$ cat src/bsf_pkg.sv
// Shared constants and types for the boot-sector flash host controller
package bsf_pkg;

  // ==========================================================
  // APB register map (byte offsets, one word each)
  localparam logic [7:0] REG_CTRL = 8'h00; // Mode and pin control
  localparam logic [7:0] REG_CMD = 8'h04; // Operation start / state
  localparam logic [7:0] REG_ADDR = 8'h08; // Target flash address
  localparam logic [7:0] REG_DATA = 8'h0c; // Write data / last read data
  localparam logic [7:0] REG_STATUS = 8'h10; // Sticky events, read clears
  localparam logic [7:0] REG_MASK = 8'h14; // Interrupt mask
  localparam logic [7:0] REG_CODES = 8'h18; // Command byte values
  localparam logic [7:0] REG_UNLOCK = 8'h1c; // Two unlock addresses
  localparam logic [7:0] REG_PINS = 8'h20; // Live pin view

  // ==========================================================
  // Field positions
  localparam int CTRL_BYTE = 0; // Byte-wide data bus
  localparam int CTRL_BYPASS = 1; // Unlock bypass is active
  localparam int CTRL_TOGGLE = 2; // Poll toggle bit, not ready pin
  localparam int CTRL_GUARD_OFF = 3; // Boot-guard pin driven high
  localparam int CTRL_STANDBY = 4; // Stored in ctrl_q, drives no pin
  localparam int ST_DONE = 0; // Program/erase completed
  localparam int ST_READ = 1; // Single cycle finished
  localparam int ST_REFUSED = 2; // Command refused while busy
  localparam int ST_W = 3; // Status width
  localparam int TOGGLE_BIT = 6; // Toggle status bit lane
  localparam int POLL_BIT = 7; // Polling status bit lane

  // ==========================================================
  // Reset values
  localparam logic [31:0] CTRL_RST = 32'h0000_0000;
  localparam logic [31:0] CODES_RST = 32'h0000_0000;
  localparam logic [31:0] UNLOCK_RST = 32'h0000_0000;
  localparam logic [ST_W-1:0] MASK_RST = 3'h0;

  // ==========================================================
  // Sequence lengths in bus cycles
  localparam logic [2:0] PROG_STEPS = 3'h4; // Unlocked program
  localparam logic [2:0] BYPASS_STEPS = 3'h2; // Program in bypass mode
  localparam logic [2:0] ERASE_STEPS = 3'h6; // Chip or sector erase
  localparam logic [2:0] SINGLE_STEPS = 3'h1; // Raw read or write

  // ==========================================================
  // Timing in nanoseconds and derived cycle counts at 10 MHz
  localparam int CLK_NS = 100;
  localparam int STROBE_NS = 100; // Least write-strobe low time
  localparam int ACCESS_NS = 200; // Least output-enable to data
  localparam int RESET_NS = 500; // Least reset pulse
  localparam int BUSY_NS = 500; // Least wait before status checks
  localparam int SYNC_STAGES = 2; // Input synchroniser depth
  localparam int WR_CYC_I = (STROBE_NS + CLK_NS - 1) / CLK_NS;
  localparam int RD_CYC_I = (ACCESS_NS + CLK_NS - 1) / CLK_NS;
  localparam int RST_CYC_I = (RESET_NS + CLK_NS - 1) / CLK_NS;
  localparam int BUSY_CYC_I = (BUSY_NS + CLK_NS - 1) / CLK_NS;
  localparam logic [3:0] WR_CYC = 4'(WR_CYC_I < 1 ? 1 : WR_CYC_I);
  localparam logic [3:0] RD_CYC = 4'(RD_CYC_I + SYNC_STAGES);
  localparam logic [3:0] RST_CYC = 4'(RST_CYC_I < 1 ? 1 : RST_CYC_I);
  localparam logic [3:0] BUSY_CYC = 4'(BUSY_CYC_I < 1 ? 1 : BUSY_CYC_I);

  // ==========================================================
  // Operations software can start through REG_CMD
  typedef enum logic [3:0] {
    OP_NONE = 4'h0,
    OP_READ = 4'h1,
    OP_PROGRAM = 4'h2,
    OP_ERASE = 4'h3,
    OP_WRITE = 4'h4,
    OP_RESET = 4'h5
  } bsf_op_t;

  // Flash bus pins driven by the controller
  typedef struct packed {
    logic chipEnN; // Chip select, low active
    logic writeEnN; // Write strobe, low active
    logic outEnN; // Output drive enable, low active
    logic [20:0] addr; // Word address, bit 0 is A-1 in byte mode
    logic [15:0] dataLinesOut; // Data lines driven value
    logic dataLinesOe; // High while we drive the data lines
  } bsf_pins_t;

  localparam bsf_pins_t PINS_IDLE = '{1'b1, 1'b1, 1'b1, 21'h0, 16'h0, 1'b0};

  // One bus cycle of a command sequence
  typedef struct packed {
    logic [20:0] addr;
    logic [15:0] data;
  } bsf_step_t;

endpackage : bsf_pkg

$ cat src/bsf_bus_cycle.sv
// One asynchronous flash bus cycle: select, strobe, release
`timescale 1ns/100ps
module bsf_bus_cycle (
  input wire logic clk,
  input wire logic rst,
  input wire logic ce,
  input wire logic start,
  input wire logic isRead,
  input wire bsf_pkg::bsf_step_t step,
  input wire logic [15:0] dataIn,
  output bsf_pkg::bsf_pins_t pins,
  output logic done,
  output logic [15:0] rdata
);
  import bsf_pkg::*;

  // Gray along setup, strobe, hold, idle
  typedef enum logic [1:0] {
    CY_IDLE = 2'b00,
    CY_SETUP = 2'b01,
    CY_STROBE = 2'b11,
    CY_HOLD = 2'b10
  } bsf_cy_t;

  bsf_cy_t state_q; // Cycle phase
  logic [3:0] cnt_q; // Strobe length left
  logic isRead_q; // Direction of the cycle in flight

  // ==========================================================
  // Cycle sequencer
  always_ff @(posedge clk) begin
    if (rst) begin
      state_q <= CY_IDLE;
      pins <= PINS_IDLE;
      cnt_q <= 4'h0;
      isRead_q <= 1'b0;
      done <= 1'b0;
      rdata <= 16'h0000;
    end else if (ce) begin
      done <= 1'b0;
      case (state_q)
        CY_IDLE: begin
          // Address and data settle before any strobe falls
          if (start) begin
            pins.addr <= step.addr;
            pins.dataLinesOut <= step.data;
            pins.chipEnN <= 1'b0;
            pins.dataLinesOe <= ~isRead;
            isRead_q <= isRead;
            state_q <= CY_SETUP;
          end
        end
        CY_SETUP: begin
          pins.writeEnN <= isRead_q;
          pins.outEnN <= ~isRead_q;
          cnt_q <= isRead_q ? RD_CYC : WR_CYC;
          state_q <= CY_STROBE;
        end
        CY_STROBE: begin
          // Read strobe is stretched to cover synchroniser delay
          if (cnt_q == 4'h1) begin
            if (isRead_q) begin
              rdata <= dataIn;
            end
            pins.writeEnN <= 1'b1;
            pins.outEnN <= 1'b1;
            state_q <= CY_HOLD;
          end else begin
            cnt_q <= cnt_q - 4'h1;
          end
        end
        CY_HOLD: begin
          // Data held past the write strobe's rise, then deselect
          pins.chipEnN <= 1'b1;
          pins.dataLinesOe <= 1'b0;
          done <= 1'b1;
          state_q <= CY_IDLE;
        end
        default: begin
          state_q <= CY_IDLE;
        end
      endcase
    end
  end

  chk_no_contention: assert property (@(posedge clk) disable iff (rst)
    !(pins.writeEnN == 1'b0 && pins.outEnN == 1'b0) &&
    (!pins.dataLinesOe || pins.outEnN))
    else $error("both strobes low or data driven with output on");

  // Strobe lasts one cycle, then data and select outlive its rise
  chk_write_select: assert property (@(posedge clk) disable iff (rst)
    $fell(pins.writeEnN) |-> !pins.chipEnN && pins.dataLinesOe
      ##1 pins.writeEnN && !pins.chipEnN && pins.dataLinesOe)
    else $error("write strobe without select, data or hold");

endmodule : bsf_bus_cycle

$ cat src/bsf_host.sv
// Host controller: APB registers, command sequencer, flash pins
`timescale 1ns/100ps

// Notes on behaviour
// - commands go out as ordinary write cycles
// - bypass program two writes, otherwise four
// - completion via ready pin or toggle bit
// - suspend and resume writes allowed mid-erase
// - deselected device sits in standby
// - separate strobes, no data bus contention
module bsf_host (
  input wire logic clk,
  input wire logic rst,
  input wire logic ce,
  input wire logic psel,
  input wire logic penable,
  input wire logic pwrite,
  input wire logic [7:0] paddr,
  input wire logic [31:0] pwdata,
  output logic [31:0] prdata,
  output logic pready,
  output logic pslverr,
  output logic irq,
  output bsf_pkg::bsf_pins_t flashPins,
  input wire logic [15:0] dataLinesIn,
  input wire logic readyBusyN,
  output logic resetN,
  output logic bootGuardN,
  output logic byteModeN
);
  import bsf_pkg::*;

  // Gray along idle, issue, wait cycle, wait device
  typedef enum logic [2:0] {
    SQ_IDLE = 3'b000,
    SQ_ISSUE = 3'b001,
    SQ_WAITC = 3'b011,
    SQ_WAITDEV = 3'b010,
    SQ_RESET = 3'b110
  } bsf_sq_t;

  // ==========================================================
  // Registers and state
  logic [31:0] ctrl_q; // Mode bits
  logic [31:0] addr_q; // Target address
  logic [31:0] data_q; // Data for the final write
  logic [15:0] rdLast_q; // Last data read from the flash
  logic [31:0] codes_q; // Command byte values
  logic [31:0] unlock_q; // Unlock addresses
  logic [ST_W-1:0] status_q; // Sticky events
  logic [ST_W-1:0] mask_q; // Interrupt mask
  bsf_sq_t state_q; // Sequencer state
  bsf_op_t op_q; // Operation in flight
  logic bypass_q; // Bypass mode latched at start
  logic [2:0] stepIdx_q; // Current step of the sequence
  logic [2:0] wrCnt_q; // Write cycles issued this operation
  logic [3:0] waitCnt_q; // Settling or reset pulse counter
  logic tglHave_q; // First toggle sample taken
  logic tglPrev_q; // Previous toggle bit sample
  logic tglPend_q; // Status read in flight
  logic cycStart_q; // Pulse to the bus cycle engine
  logic cycRead_q; // Direction for the engine
  logic readySync; // Synchronised ready/busy pin
  logic [15:0] dataSync; // Synchronised data lines
  logic cycDone; // Engine finished a cycle
  logic [15:0] cycData; // Engine read data
  logic setupPh; // APB setup cycle seen
  logic wrAcc; // APB write takes effect this edge
  logic rdAcc; // APB read completes this edge
  logic cmdReq; // Software asks for an operation
  logic cmdOk; // Request is accepted
  logic evDone; // Completion event
  logic evRead; // Single cycle event
  logic evRefused; // Refusal event
  logic lastStep; // Current step is the last one
  bsf_op_t cmdOp; // Requested operation
  bsf_step_t curStep; // Address and data of current step

  assign setupPh = psel && !penable;
  assign wrAcc = psel && penable && pready && pwrite;
  assign rdAcc = psel && penable && pready && !pwrite;
  assign cmdOp = bsf_op_t'(pwdata[3:0]);
  assign cmdReq = wrAcc && paddr == REG_CMD && cmdOp != OP_NONE;

  // ==========================================================
  // Pin inputs cross through two flops before any use
  bsf_sync #(.W(1), .RST_VAL(1'b1)) u_syncReady (
    .clk(clk),
    .rst(rst),
    .ce(ce),
    .async(readyBusyN),
    .sync(readySync)
  );

  bsf_sync #(.W(16), .RST_VAL(16'h0000)) u_syncData (
    .clk(clk),
    .rst(rst),
    .ce(ce),
    .async(dataLinesIn),
    .sync(dataSync)
  );

  // ==========================================================
  // Acceptance: program and erase wait for a ready device
  always_comb begin
    cmdOk = 1'b0;
    case (cmdOp)
      OP_PROGRAM, OP_ERASE, OP_READ: begin
        cmdOk = state_q == SQ_IDLE && readySync;
      end
      OP_WRITE: begin
        // Suspend or resume may interrupt the completion wait
        cmdOk = state_q == SQ_IDLE || state_q == SQ_WAITDEV;
      end
      OP_RESET: begin
        cmdOk = 1'b1;
      end
      default: begin
        cmdOk = 1'b0;
      end
    endcase
  end

  // ==========================================================
  // Step table for each command sequence
  function automatic bsf_step_t stepFor(bsf_op_t op, logic byp,
      logic [2:0] idx);
    bsf_step_t u1;
    bsf_step_t u2;
    bsf_step_t fin;
    u1 = '{{5'h00, unlock_q[15:0]}, {8'h00, codes_q[7:0]}};
    u2 = '{{5'h00, unlock_q[31:16]}, {8'h00, codes_q[15:8]}};
    fin = '{addr_q[20:0], data_q[15:0]};
    stepFor = fin;
    if (op == OP_PROGRAM && byp) begin
      if (idx == 3'h0) stepFor = '{addr_q[20:0], {8'h00, codes_q[23:16]}};
    end else if (op == OP_PROGRAM) begin
      case (idx)
        3'h0: stepFor = u1;
        3'h1: stepFor = u2;
        3'h2: stepFor = '{u1.addr, {8'h00, codes_q[23:16]}};
        default: stepFor = fin;
      endcase
    end else if (op == OP_ERASE) begin
      // Final write picks chip or sector erase
      case (idx)
        3'h0, 3'h3: stepFor = u1;
        3'h1, 3'h4: stepFor = u2;
        3'h2: stepFor = '{u1.addr, {8'h00, codes_q[31:24]}};
        default: stepFor = fin;
      endcase
    end
  endfunction : stepFor

  function automatic logic [2:0] stepsFor(bsf_op_t op, logic byp);
    stepsFor = SINGLE_STEPS;
    if (op == OP_PROGRAM) stepsFor = byp ? BYPASS_STEPS : PROG_STEPS;
    if (op == OP_ERASE) stepsFor = ERASE_STEPS;
  endfunction : stepsFor

  // The step table reads registers beyond its arguments, so a process
  // keeps it current when only an address or code changes
  always_comb begin
    curStep = stepFor(op_q, bypass_q, stepIdx_q);
  end
  assign lastStep = stepIdx_q == stepsFor(op_q, bypass_q) - 3'h1;

  // ==========================================================
  // Bus cycle engine
  bsf_bus_cycle u_cycle (
    .clk(clk),
    .rst(rst),
    .ce(ce),
    .start(cycStart_q),
    .isRead(cycRead_q),
    .step(tglPend_q ? bsf_step_t'{addr_q[20:0], 16'h0000} : curStep),
    .dataIn(dataSync),
    .pins(flashPins),
    .done(cycDone),
    .rdata(cycData)
  );

  // ==========================================================
  // Command sequencer
  always_ff @(posedge clk) begin
    if (rst) begin
      state_q <= SQ_IDLE;
      op_q <= OP_NONE;
      bypass_q <= 1'b0;
      stepIdx_q <= 3'h0;
      wrCnt_q <= 3'h0;
      waitCnt_q <= 4'h0;
      tglHave_q <= 1'b0;
      tglPrev_q <= 1'b0;
      tglPend_q <= 1'b0;
      cycStart_q <= 1'b0;
      cycRead_q <= 1'b0;
      resetN <= 1'b1;
      rdLast_q <= 16'h0000;
    end else if (ce) begin
      cycStart_q <= 1'b0;
      if (cmdReq && cmdOk && cmdOp == OP_RESET) begin
        // Pulse the device reset pin; pending cycle finishes alone
        resetN <= 1'b0;
        waitCnt_q <= RST_CYC;
        state_q <= SQ_RESET;
      end else if (cmdReq && cmdOk) begin
        op_q <= cmdOp;
        bypass_q <= ctrl_q[CTRL_BYPASS];
        stepIdx_q <= 3'h0;
        wrCnt_q <= 3'h0;
        tglPend_q <= 1'b0;
        state_q <= SQ_ISSUE;
      end else begin
        case (state_q)
          SQ_ISSUE: begin
            cycStart_q <= 1'b1;
            cycRead_q <= op_q == OP_READ;
            state_q <= SQ_WAITC;
          end
          SQ_WAITC: begin
            if (cycDone) begin
              if (!cycRead_q) wrCnt_q <= wrCnt_q + 3'h1;
              if (!lastStep) begin
                stepIdx_q <= stepIdx_q + 3'h1;
                state_q <= SQ_ISSUE;
              end else if (op_q == OP_PROGRAM || op_q == OP_ERASE) begin
                // Device runs its embedded routine now
                waitCnt_q <= BUSY_CYC;
                tglHave_q <= 1'b0;
                state_q <= SQ_WAITDEV;
              end else begin
                if (cycRead_q) rdLast_q <= cycData;
                state_q <= SQ_IDLE;
              end
            end
          end
          SQ_WAITDEV: begin
            // Ready pin needs time to fall, so hold off first
            if (waitCnt_q != 4'h0) begin
              waitCnt_q <= waitCnt_q - 4'h1;
            end else if (!ctrl_q[CTRL_TOGGLE]) begin
              if (readySync) state_q <= SQ_IDLE;
            end else if (!tglPend_q) begin
              // Toggle bit stops toggling when the routine ends
              tglPend_q <= 1'b1;
              cycStart_q <= 1'b1;
              cycRead_q <= 1'b1;
            end else if (cycDone) begin
              tglPend_q <= 1'b0;
              tglHave_q <= 1'b1;
              tglPrev_q <= cycData[TOGGLE_BIT];
              rdLast_q <= cycData;
              if (tglHave_q && tglPrev_q == cycData[TOGGLE_BIT]) begin
                state_q <= SQ_IDLE;
              end
            end
          end
          SQ_RESET: begin
            if (waitCnt_q == 4'h1) begin
              resetN <= 1'b1;
              state_q <= SQ_IDLE;
            end
            waitCnt_q <= waitCnt_q - 4'h1;
          end
          default: begin
            state_q <= SQ_IDLE;
          end
        endcase
      end
    end
  end

  assign evDone = state_q == SQ_WAITDEV && (waitCnt_q == 4'h0) &&
    (ctrl_q[CTRL_TOGGLE] ? (tglPend_q && cycDone && tglHave_q &&
    tglPrev_q == cycData[TOGGLE_BIT]) : readySync) &&
    !(cmdReq && cmdOk);
  assign evRead = state_q == SQ_WAITC && cycDone && lastStep &&
    (op_q == OP_READ || op_q == OP_WRITE) && !(cmdReq && cmdOk);
  assign evRefused = cmdReq && !cmdOk;

  // ==========================================================
  // Software registers
  always_ff @(posedge clk) begin
    if (rst) begin
      ctrl_q <= CTRL_RST;
      addr_q <= 32'h0000_0000;
      data_q <= 32'h0000_0000;
      codes_q <= CODES_RST;
      unlock_q <= UNLOCK_RST;
      mask_q <= MASK_RST;
    end else if (ce && wrAcc) begin
      case (paddr)
        REG_CTRL: ctrl_q <= {27'h0, pwdata[4:0]};
        REG_ADDR: addr_q <= {11'h000, pwdata[20:0]};
        REG_DATA: data_q <= {16'h0000, pwdata[15:0]};
        REG_CODES: codes_q <= pwdata;
        REG_UNLOCK: unlock_q <= pwdata;
        REG_MASK: mask_q <= pwdata[ST_W-1:0];
        default: ;
      endcase
    end
  end

  // Read clears only the bits it returned, so an event landing on the
  // setup edge is not lost; a fresh event always wins
  always_ff @(posedge clk) begin
    if (rst) begin
      status_q <= '0;
    end else if (ce) begin
      status_q <= ((rdAcc && paddr == REG_STATUS) ?
        (status_q & ~prdata[ST_W-1:0]) : status_q) |
        {evRefused, evRead, evDone};
    end
  end

  // Level interrupt from unmasked sticky bits
  always_ff @(posedge clk) begin
    if (rst) irq <= 1'b0;
    else if (ce) irq <= |(status_q & mask_q);
  end

  // Static pins from the mode register
  always_ff @(posedge clk) begin
    if (rst) begin
      bootGuardN <= 1'b0;
      byteModeN <= 1'b1;
    end else if (ce) begin
      bootGuardN <= ctrl_q[CTRL_GUARD_OFF];
      byteModeN <= ~ctrl_q[CTRL_BYTE];
    end
  end

  // ==========================================================
  // APB slave: no wait states, data captured in setup
  always_ff @(posedge clk) begin
    if (rst) begin
      pready <= 1'b0;
      pslverr <= 1'b0;
      prdata <= 32'h0000_0000;
    end else if (ce) begin
      pready <= setupPh;
      pslverr <= 1'b0;
      if (setupPh) begin
        prdata <= 32'h0000_0000;
        case (paddr)
          REG_CTRL: prdata <= ctrl_q;
          REG_CMD: prdata <= {25'h0, state_q, op_q};
          REG_ADDR: prdata <= addr_q;
          REG_DATA: prdata <= {16'h0000, rdLast_q};
          REG_STATUS: prdata <= {29'h0, status_q};
          REG_MASK: prdata <= {29'h0, mask_q};
          REG_CODES: prdata <= codes_q;
          REG_UNLOCK: prdata <= unlock_q;
          REG_PINS: prdata <= {30'h0, resetN, readySync};
          default: pslverr <= 1'b1;
        endcase
      end
    end
  end

  // ==========================================================
  // Checks
  chk_prog_count: assert property (@(posedge clk) disable iff (rst)
    (ce && state_q == SQ_WAITC && cycDone && lastStep &&
      op_q == OP_PROGRAM) |->
    (wrCnt_q + 3'h1 == (bypass_q ? 3'h2 : 3'h4)))
    else $error("program sequence has wrong number of writes");

  chk_busy_refuse: assert property (@(posedge clk) disable iff (rst)
    (cmdReq && (cmdOp == OP_PROGRAM || cmdOp == OP_ERASE) &&
      (state_q != SQ_IDLE || !readySync))
    |=> status_q[ST_REFUSED] && $stable(op_q))
    else $error("program or erase accepted while device busy");

  chk_done_ready: assert property (@(posedge clk) disable iff (rst)
    (ce && $rose(status_q[ST_DONE]) && !$past(ctrl_q[CTRL_TOGGLE]))
    |-> $past(readySync) && $past(state_q) == SQ_WAITDEV)
    else $error("done reported while ready pin low");

  chk_suspend_ok: assert property (@(posedge clk) disable iff (rst)
    (ce && cmdReq && cmdOp == OP_WRITE && state_q == SQ_WAITDEV)
    |=> state_q == SQ_ISSUE ##1 state_q == SQ_WAITC)
    else $error("suspend or resume write not issued during erase");

  chk_standby_sel: assert property (@(posedge clk) disable iff (rst)
    (state_q == SQ_IDLE && $past(state_q) == SQ_IDLE &&
      $past(state_q, 2) == SQ_IDLE) |-> flashPins.chipEnN)
    else $error("device selected while controller idle");

endmodule : bsf_host

$ cat src/bsf_sync.sv
// Two-stage synchroniser for inputs from the flash pins
`timescale 1ns/100ps
module bsf_sync #(
  parameter int W = 1,
  parameter logic [W-1:0] RST_VAL = '0
) (
  input wire logic clk,
  input wire logic rst,
  input wire logic ce,
  input wire logic [W-1:0] async,
  output logic [W-1:0] sync
);

  logic [W-1:0] meta_q; // First stage, read only by second stage

  // ==========================================================
  // Both stages
  always_ff @(posedge clk) begin
    if (rst) begin
      meta_q <= RST_VAL;
      sync <= RST_VAL;
    end else if (ce) begin
      meta_q <= async;
      sync <= meta_q;
    end
  end

endmodule : bsf_sync

$ cat config.mk
export PLATFORM = sky130hd
export DESIGN_NAME = bsf_host
export DESIGN_NICKNAME = d
export VERILOG_FILES = /design/src/bsf_pkg.sv /design/src/bsf_bus_cycle.sv /design/src/bsf_host.sv /design/src/bsf_sync.sv
export SDC_FILE = /design/constraint.sdc
export NUM_CORES = 1
export LEC_CHECK = 0
export ABC_AREA = 1
export ABC_CLOCK_PERIOD_IN_PS = 5500
export BUFFER_PORTS_ARGS = -buffer_cell sky130_fd_sc_hd__buf_2
export CORE_MARGIN = 2
export CORE_UTILIZATION = 31
export CTS_CLUSTER_SIZE = 10
export DETAILED_ROUTE_END_ITERATION = 12
export PLACE_DENSITY = 0.58
export SLEW_MARGIN = 20
export SYNTH_ARGS = -nofsm -noshare
export SYNTH_HDL_FRONTEND = slang
export SYNTH_SLANG_ARGS = --single-unit
$ cat constraint.sdc
create_clock -name clk -period 5.5 [get_ports clk]
set_input_delay 1.1 -clock clk [delete_from_list [all_inputs] [get_ports clk]]
set_output_delay 1.1 -clock clk [all_outputs]
set_load 0.02 [all_outputs]
======== Word-level counts from Yosys, hierarchy flattened ========
Cells that the tools add are included.
Widths: inputs -> output; s select.
word-level totals
  output and inout bits ................... 79
  memory bits (writable) .................. 0
  memories kept ........................... 0
  latch bits .............................. 0
  logic and storage cells ................. 281
  flip-flop bits (word level) ............. 285
  input bits .............................. 63
  memory bits (read-only) ................. 0
cells by class
  multiply operators ...................... 0
  add/sub/neg operators ................... 4
  div/mod/pow operators ................... 0
  bitwise gates (word level) .............. 10
  equality and inequality tests ........... 59
  multiplexer cells ....................... 90
  reductions and logical operators ........ 78
  shift-type cells ........................ 0
  order comparisons ....................... 0
operator list
  operator            number
  $pmux 32 s9         1
  $pmux 37 s3         2
  $mux 37             4
  $mux 16             9
  $mux 3              19
  $eq 8x5->1 const B  4
  $pmux 16 s2         1
  $mux 1              31
  $mux 4              7
  $logic_and 1x1->1   25
  $ne 2x2->1 const B  11
  $reduce_bool 2->1   10
  $reduce_and 3->1    6
  $eq 4x1->1 const B  4
  $eq 4x2->1 const B  4
  $eq 8x4->1 const B  2
  $reduce_and 8->1    2
  $reduce_and 2->1    7
  $reduce_and 7->1    2
  $eq 3x2->1 const B  4
  $eq 4x3->1 const B  3
  $pmux 3 s4          1
  $pmux 4 s3          1
  $reduce_and 12->1   1
  41 further kinds    80

======== Depth between registers and ports, before layout ========
  depth after elaboration ................. 10
  depth in mapped cells ................... 18

======== By module ========
From an unflattened synthesis, not the netlist that was laid out.
unflattened totals
  cell total of the unflattened synthesis .. 1970
  area, all modules ....................... 13778.2 um^2
modules (own cells, without submodules)
  module                   times used  area an instance (um^2)  cells an instance
  bsf_host                 1           9522.9                   1416
  bsf_bus_cycle            1           2595.0                   341
  bsf_sync at u_syncData   1           1587.8                   203
  bsf_sync at u_syncReady  1           72.6                     10

======== Worst setup path before layout ========
OpenSTA, ideal clock, no wires.
  path type ............................... register -> register
  from .................................... register op_q[1]
  to ...................................... register rdLast_q[10]
  required time ........................... 5389 ps
  arrival time ............................ 2306 ps
  path slack .............................. 3082 ps
  setup time .............................. 111 ps
  clock period less this slack ............ 2418 ps
  stages on the path, launching flop included .. 15
  cells stage by stage .................... dfxtp_1 > inv_2 > nor2_4 > nand2_1 > nor2_2 > nor2_1 > ha_1 > xnor2_1 > nor2_1 > a21oi_2 > nor2_2 > buf_2 > nand3b_1 > nand2_1 > nor2_1
on the way
  word-level cells in the longest chain between the ends .. 7
RTL lines
  element                          line                              RTL
  from (decl)                      bsf_host.sv:53                    bsf_op_t op_q;
  from (signal assigned)           bsf_host.sv:208                   op_q <= cmdOp;
  $eq 4x2->1                       bsf_host.sv:157, bsf_host.sv:227
  $mux 3                           bsf_host.sv:157                   if (op == OP_PROGRAM) stepsFor = byp ? BYPASS_STEPS : PROG_STEPS;
  $mux 3                           bsf_host.sv:158                   if (op == OP_ERASE) stepsFor = ERASE_STEPS;
  $sub 3x1->3                      bsf_host.sv:166                   assign lastStep = stepIdx_q == stepsFor(op_q, bypass_q) - 3'h1;
  $eq 3x3->1                       bsf_host.sv:166
  $ne 2x2->1 (no line)             n/a
  $reduce_and 12->1 (no line) (*)  n/a
  to (signal assigned)             bsf_host.sv:233                   if (cycRead_q) rdLast_q <= cycData;
  to (signal assigned)             bsf_host.sv:253                   rdLast_q <= cycData;
  to (decl)                        bsf_host.sv:47                    logic [15:0] rdLast_q;
Every way passes the cells marked *; elsewhere a longest branch is shown, timed or not.
A chain may end at the register's enable or synchronous reset.

======== Final worst setup path ========
  from .................................... input ce
  to ...................................... register prdata[26]
on the way
  word-level cells in the longest chain between the ends .. 1
RTL lines
  element                     line             RTL
  from (decl)                 bsf_host.sv:14   input wire logic ce,
  $reduce_and 2->1 (no line)  n/a
  to (signal assigned)        bsf_host.sv:347  REG_CTRL: prdata <= ctrl_q;
  to (signal assigned)        bsf_host.sv:348  REG_CMD: prdata <= {25'h0, state_q, op_q};
  to (signal assigned)        bsf_host.sv:349  REG_ADDR: prdata <= addr_q;
  to (decl)                   bsf_host.sv:20   output logic [31:0] prdata,
No other way between the ends.

==> flow_metrics.env <==
export IMPL_fillerInstances=4531
export IMPL_synth_top_cell_by_area="dfxtp_1"
export IMPL_layout_nets=2051
export IMPL_mostFrequentLayoutCells="nand2_1 (345), dfxtp_1 (285), nor2_1 (248)"
export IMPL_place_gp_congestion=0.915
export IMPL_syn_nets=1966
export IMPL_grt_max_degree=105
export IMPL_areaGrowthSynthToFinish_pct=15.5
export IMPL_grt_pass1_wl_mm=71.7
export IMPL_slew_headroom_pct=25.9
export IMPL_syn_instance_count=1893
export IMPL_cts_tree="yes"
export IMPL_dieArea_mm2=0.0444
export IMPL_cap_viol_max_count=0
export IMPL_startpoint_type="input port"
export IMPL_cts_resized=0
export IMPL_p_leak_uw=0.00615
export IMPL_via_count=13209
export IMPL_port_buffers=141
export IMPL_fin_skew_ns=0.0264
export IMPL_drcViolationCount=0
export IMPL_floorplan_initialDensity_pct=31.5
export IMPL_cts_sinks=285
export IMPL_die_h_um=211
export IMPL_worst_pin_slew_ns=1.11
export IMPL_clk_latency_ns=0.55
export IMPL_cts_buffers=36
export IMPL_drt_iter0_drc=1201
export IMPL_synth_edf_count=0
export IMPL_p_per_area_mw_per_mm2=291
export IMPL_postCtsHoldBufs=0
export IMPL_synth_flop_cell="dfxtp_1"
export IMPL_synth_area_mm2=0.0133
export IMPL_setup_ws_ns=1.91
export IMPL_grt_pass1_vias=12382
export IMPL_setup_viol_count_final=0
export IMPL_overflow=0
export IMPL_worstSetupPathType="input port to register"
export IMPL_hp_class="register to register"
export IMPL_synthTopCellsByArea="dfxtp_1 (43%), nand2_1 (9.8%), o21ai_0 (9.2%), a21oi_1 (8.6%), nor2_1 (7.0%)"
export IMPL_layout_drive_gt1_share_pct=13.0
export IMPL_grt_setup_unrepaired="no"
export IMPL_synth_top_area_share_pct=43.1
export IMPL_stdcell_count=2528
export IMPL_die_x_um=211
export IMPL_fp_coreArea_mm2=0.0420
export IMPL_clockBufferDepth=3
export IMPL_grt_util_met2_pct=32.7
export IMPL_syn_area_per_cell_um2=7.00
export IMPL_ir_worst_vdd_v=0.000234
export IMPL_endpoint_kind="register"
export IMPL_hold_worst_slack_ns=0.456
export IMPL_firstDrtPassIters=6
export IMPL_dp_hpwl_mm=33.7
export IMPL_hold_viol=0
export IMPL_ys_warnings_count=0
export IMPL_synthArstFlopShare_pct=0
export IMPL_antenna_found_initial=1
export IMPL_drtAntennaViolNets=0
export IMPL_slew_viol_final=0
export IMPL_track_usage_pct=20.9
export IMPL_grt_use_met1_pct=28.5
export IMPL_outcome="complete, no violations"
export IMPL_postCtsSetupBuffers=0
export IMPL_wire_per_inst_um=18.5
export IMPL_pin_count=142
export IMPL_htreeDepth=2
export IMPL_cts_root_buf="clkbuf_16"
export IMPL_tns_ns=0
export IMPL_ys_ff_latch=285
export IMPL_wl_mm=46.9
export IMPL_fin_util_pct=36.4
export IMPL_required_ns=5.89
export IMPL_final_common_cell="nand2_1"
export IMPL_synthDistinctLibCells=49
export IMPL_clkTransAtPathRegs_ns=0.05
export IMPL_crit_arrival_ns=3.98
export IMPL_diodes=0
export IMPL_cp_max_fo=51
export IMPL_placedCellCount=2479
export IMPL_use_met3_pct=4.07
export IMPL_fin_crit_sh_pct=65.3
export IMPL_timing_fmax_mhz=279
export IMPL_via_per_inst=5.23
export IMPL_pre_cts_ws_ns=1.53
export IMPL_num_rows=75
export IMPL_period_needed_ns=3.59
export IMPL_synth_seq_area_share_pct=43.1
export IMPL_busiest_layer="met2"
## through the flow
| step | power (µW) | instance area (µm²) |
|---|---|---|
| after floorplan | 2270 | 13300 |
| after global placement | 2360 | 14300 |
| after detailed placement | 2360 | 14300 |
| after CTS | 4490 | 15300 |
| after global routing | 4600 | 15300 |
| final | 4450 | 15300 |
## sequential cells by signal (all words and copies together), names as in the netlist, 2 cells and up
| signal | flops |
|---|---|
| ctrl_q | 5 |
| u_cycle.cnt_q | 4 |
| op_q | 4 |
| u_cycle.rdata | 16 |
| waitCnt_q | 4 |
| rdLast_q | 16 |
| addr_q | 21 |
| mask_q | 3 |
| u_cycle.state_q | 2 |
| u_syncData.meta_q | 16 |
| u_cycle.pins | 41 |
| status_q | 3 |
| unlock_q | 32 |
| codes_q | 32 |
| prdata | 32 |
| data_q | 16 |
| u_syncData.sync | 16 |
| state_q | 3 |
| stepIdx_q | 3 |
## logic make-up (layout without fill, tap and decap cells)
| group | after synthesis | in the layout | synth area share [%] |
|---|---|---|---|
| AOI/OAI and AO/OA | 592 | 592 | 24.3 |
| xor gates and xnor gates | 4 | 4 | 0.264 |
| adders and majority gates | 10 | 10 | 0.944 |
| buffers and inverters | 284 | 380 | 8.48 |
| DFF | 285 | 285 | 43.1 |
| and+or+nand+nor | 718 | 718 | 22.9 |
## layer usage
metal	wire [µm]	vias to the layer above
li1	-	6439
met1	21000	6138
met2	20700	530
met3	3560	100
met4	1580	2
met5	13	-
## where the power goes
part           internal [µW]  switching (µW)
logic                   61.2             151
registers               2090            17.2
clock network           1230             891
total                   3390            1060
## final timing paths
kind | startpoint | end | slack, ns | cells past startpoint
setup / recovery | ce | prdata[26] | 1.91 | 8
hold / removal | u_cycle.pins[40] | u_cycle.pins[40] | 0.46 | 2
setup reg to reg | stepIdx_q[0] | u_cycle.pins[13] | 2.13 | 11
hold reg to reg | u_cycle.pins[40] | u_cycle.pins[40] | 0.46 | 2
## synth_stat cells, types with 3 or more instances
library cell,n
dfxtp_1,285
clkbuf_1,69
o221ai_1,5
o22ai_1,46
o21a_1,3
nand4_1,4
ha_1,10
o211ai_1,19
a22oi_1,5
o21ai_1,8
inv_1,160
nor2_1,248
a31oi_1,6
a21boi_0,4
nor2_2,8
nand2_4,3
xnor2_1,4
nand3_1,55
a211oi_1,4
nor2_4,10
nand3b_1,18
a21oi_1,229
o2111ai_1,9
nand2_1,345
inv_2,15
buf_1,7
nor3_1,10
o21ai_0,243
buf_2,26
nand2_2,10
## area by class of cell
| class | count | area (µm²) | share of cell area, % |
|---|---|---|---|
| clock buffer | 43 | 968 | 6.33 |
| sequential | 285 | 5710 | 37.3 |
| clock inverter | 6 | 41.3 | 0.270 |
| multi-input combinational | 1324 | 6430 | 42.0 |
| timing repair buffer | 153 | 808 | 5.28 |
| tap | 539 | 674 | 4.41 |
| inverter | 178 | 673 | 4.40 |
## worst max-delay path, cell delays in order
cell and delay, ns:
buf_2 0.07, buf_4 0.40, inv_2 0.47, nor3_4 0.27, buf_4 0.37, clkinv_1 0.88
nand2_1 0.26, a21oi_1 0.10
Power figures use the tool's default switching activity.
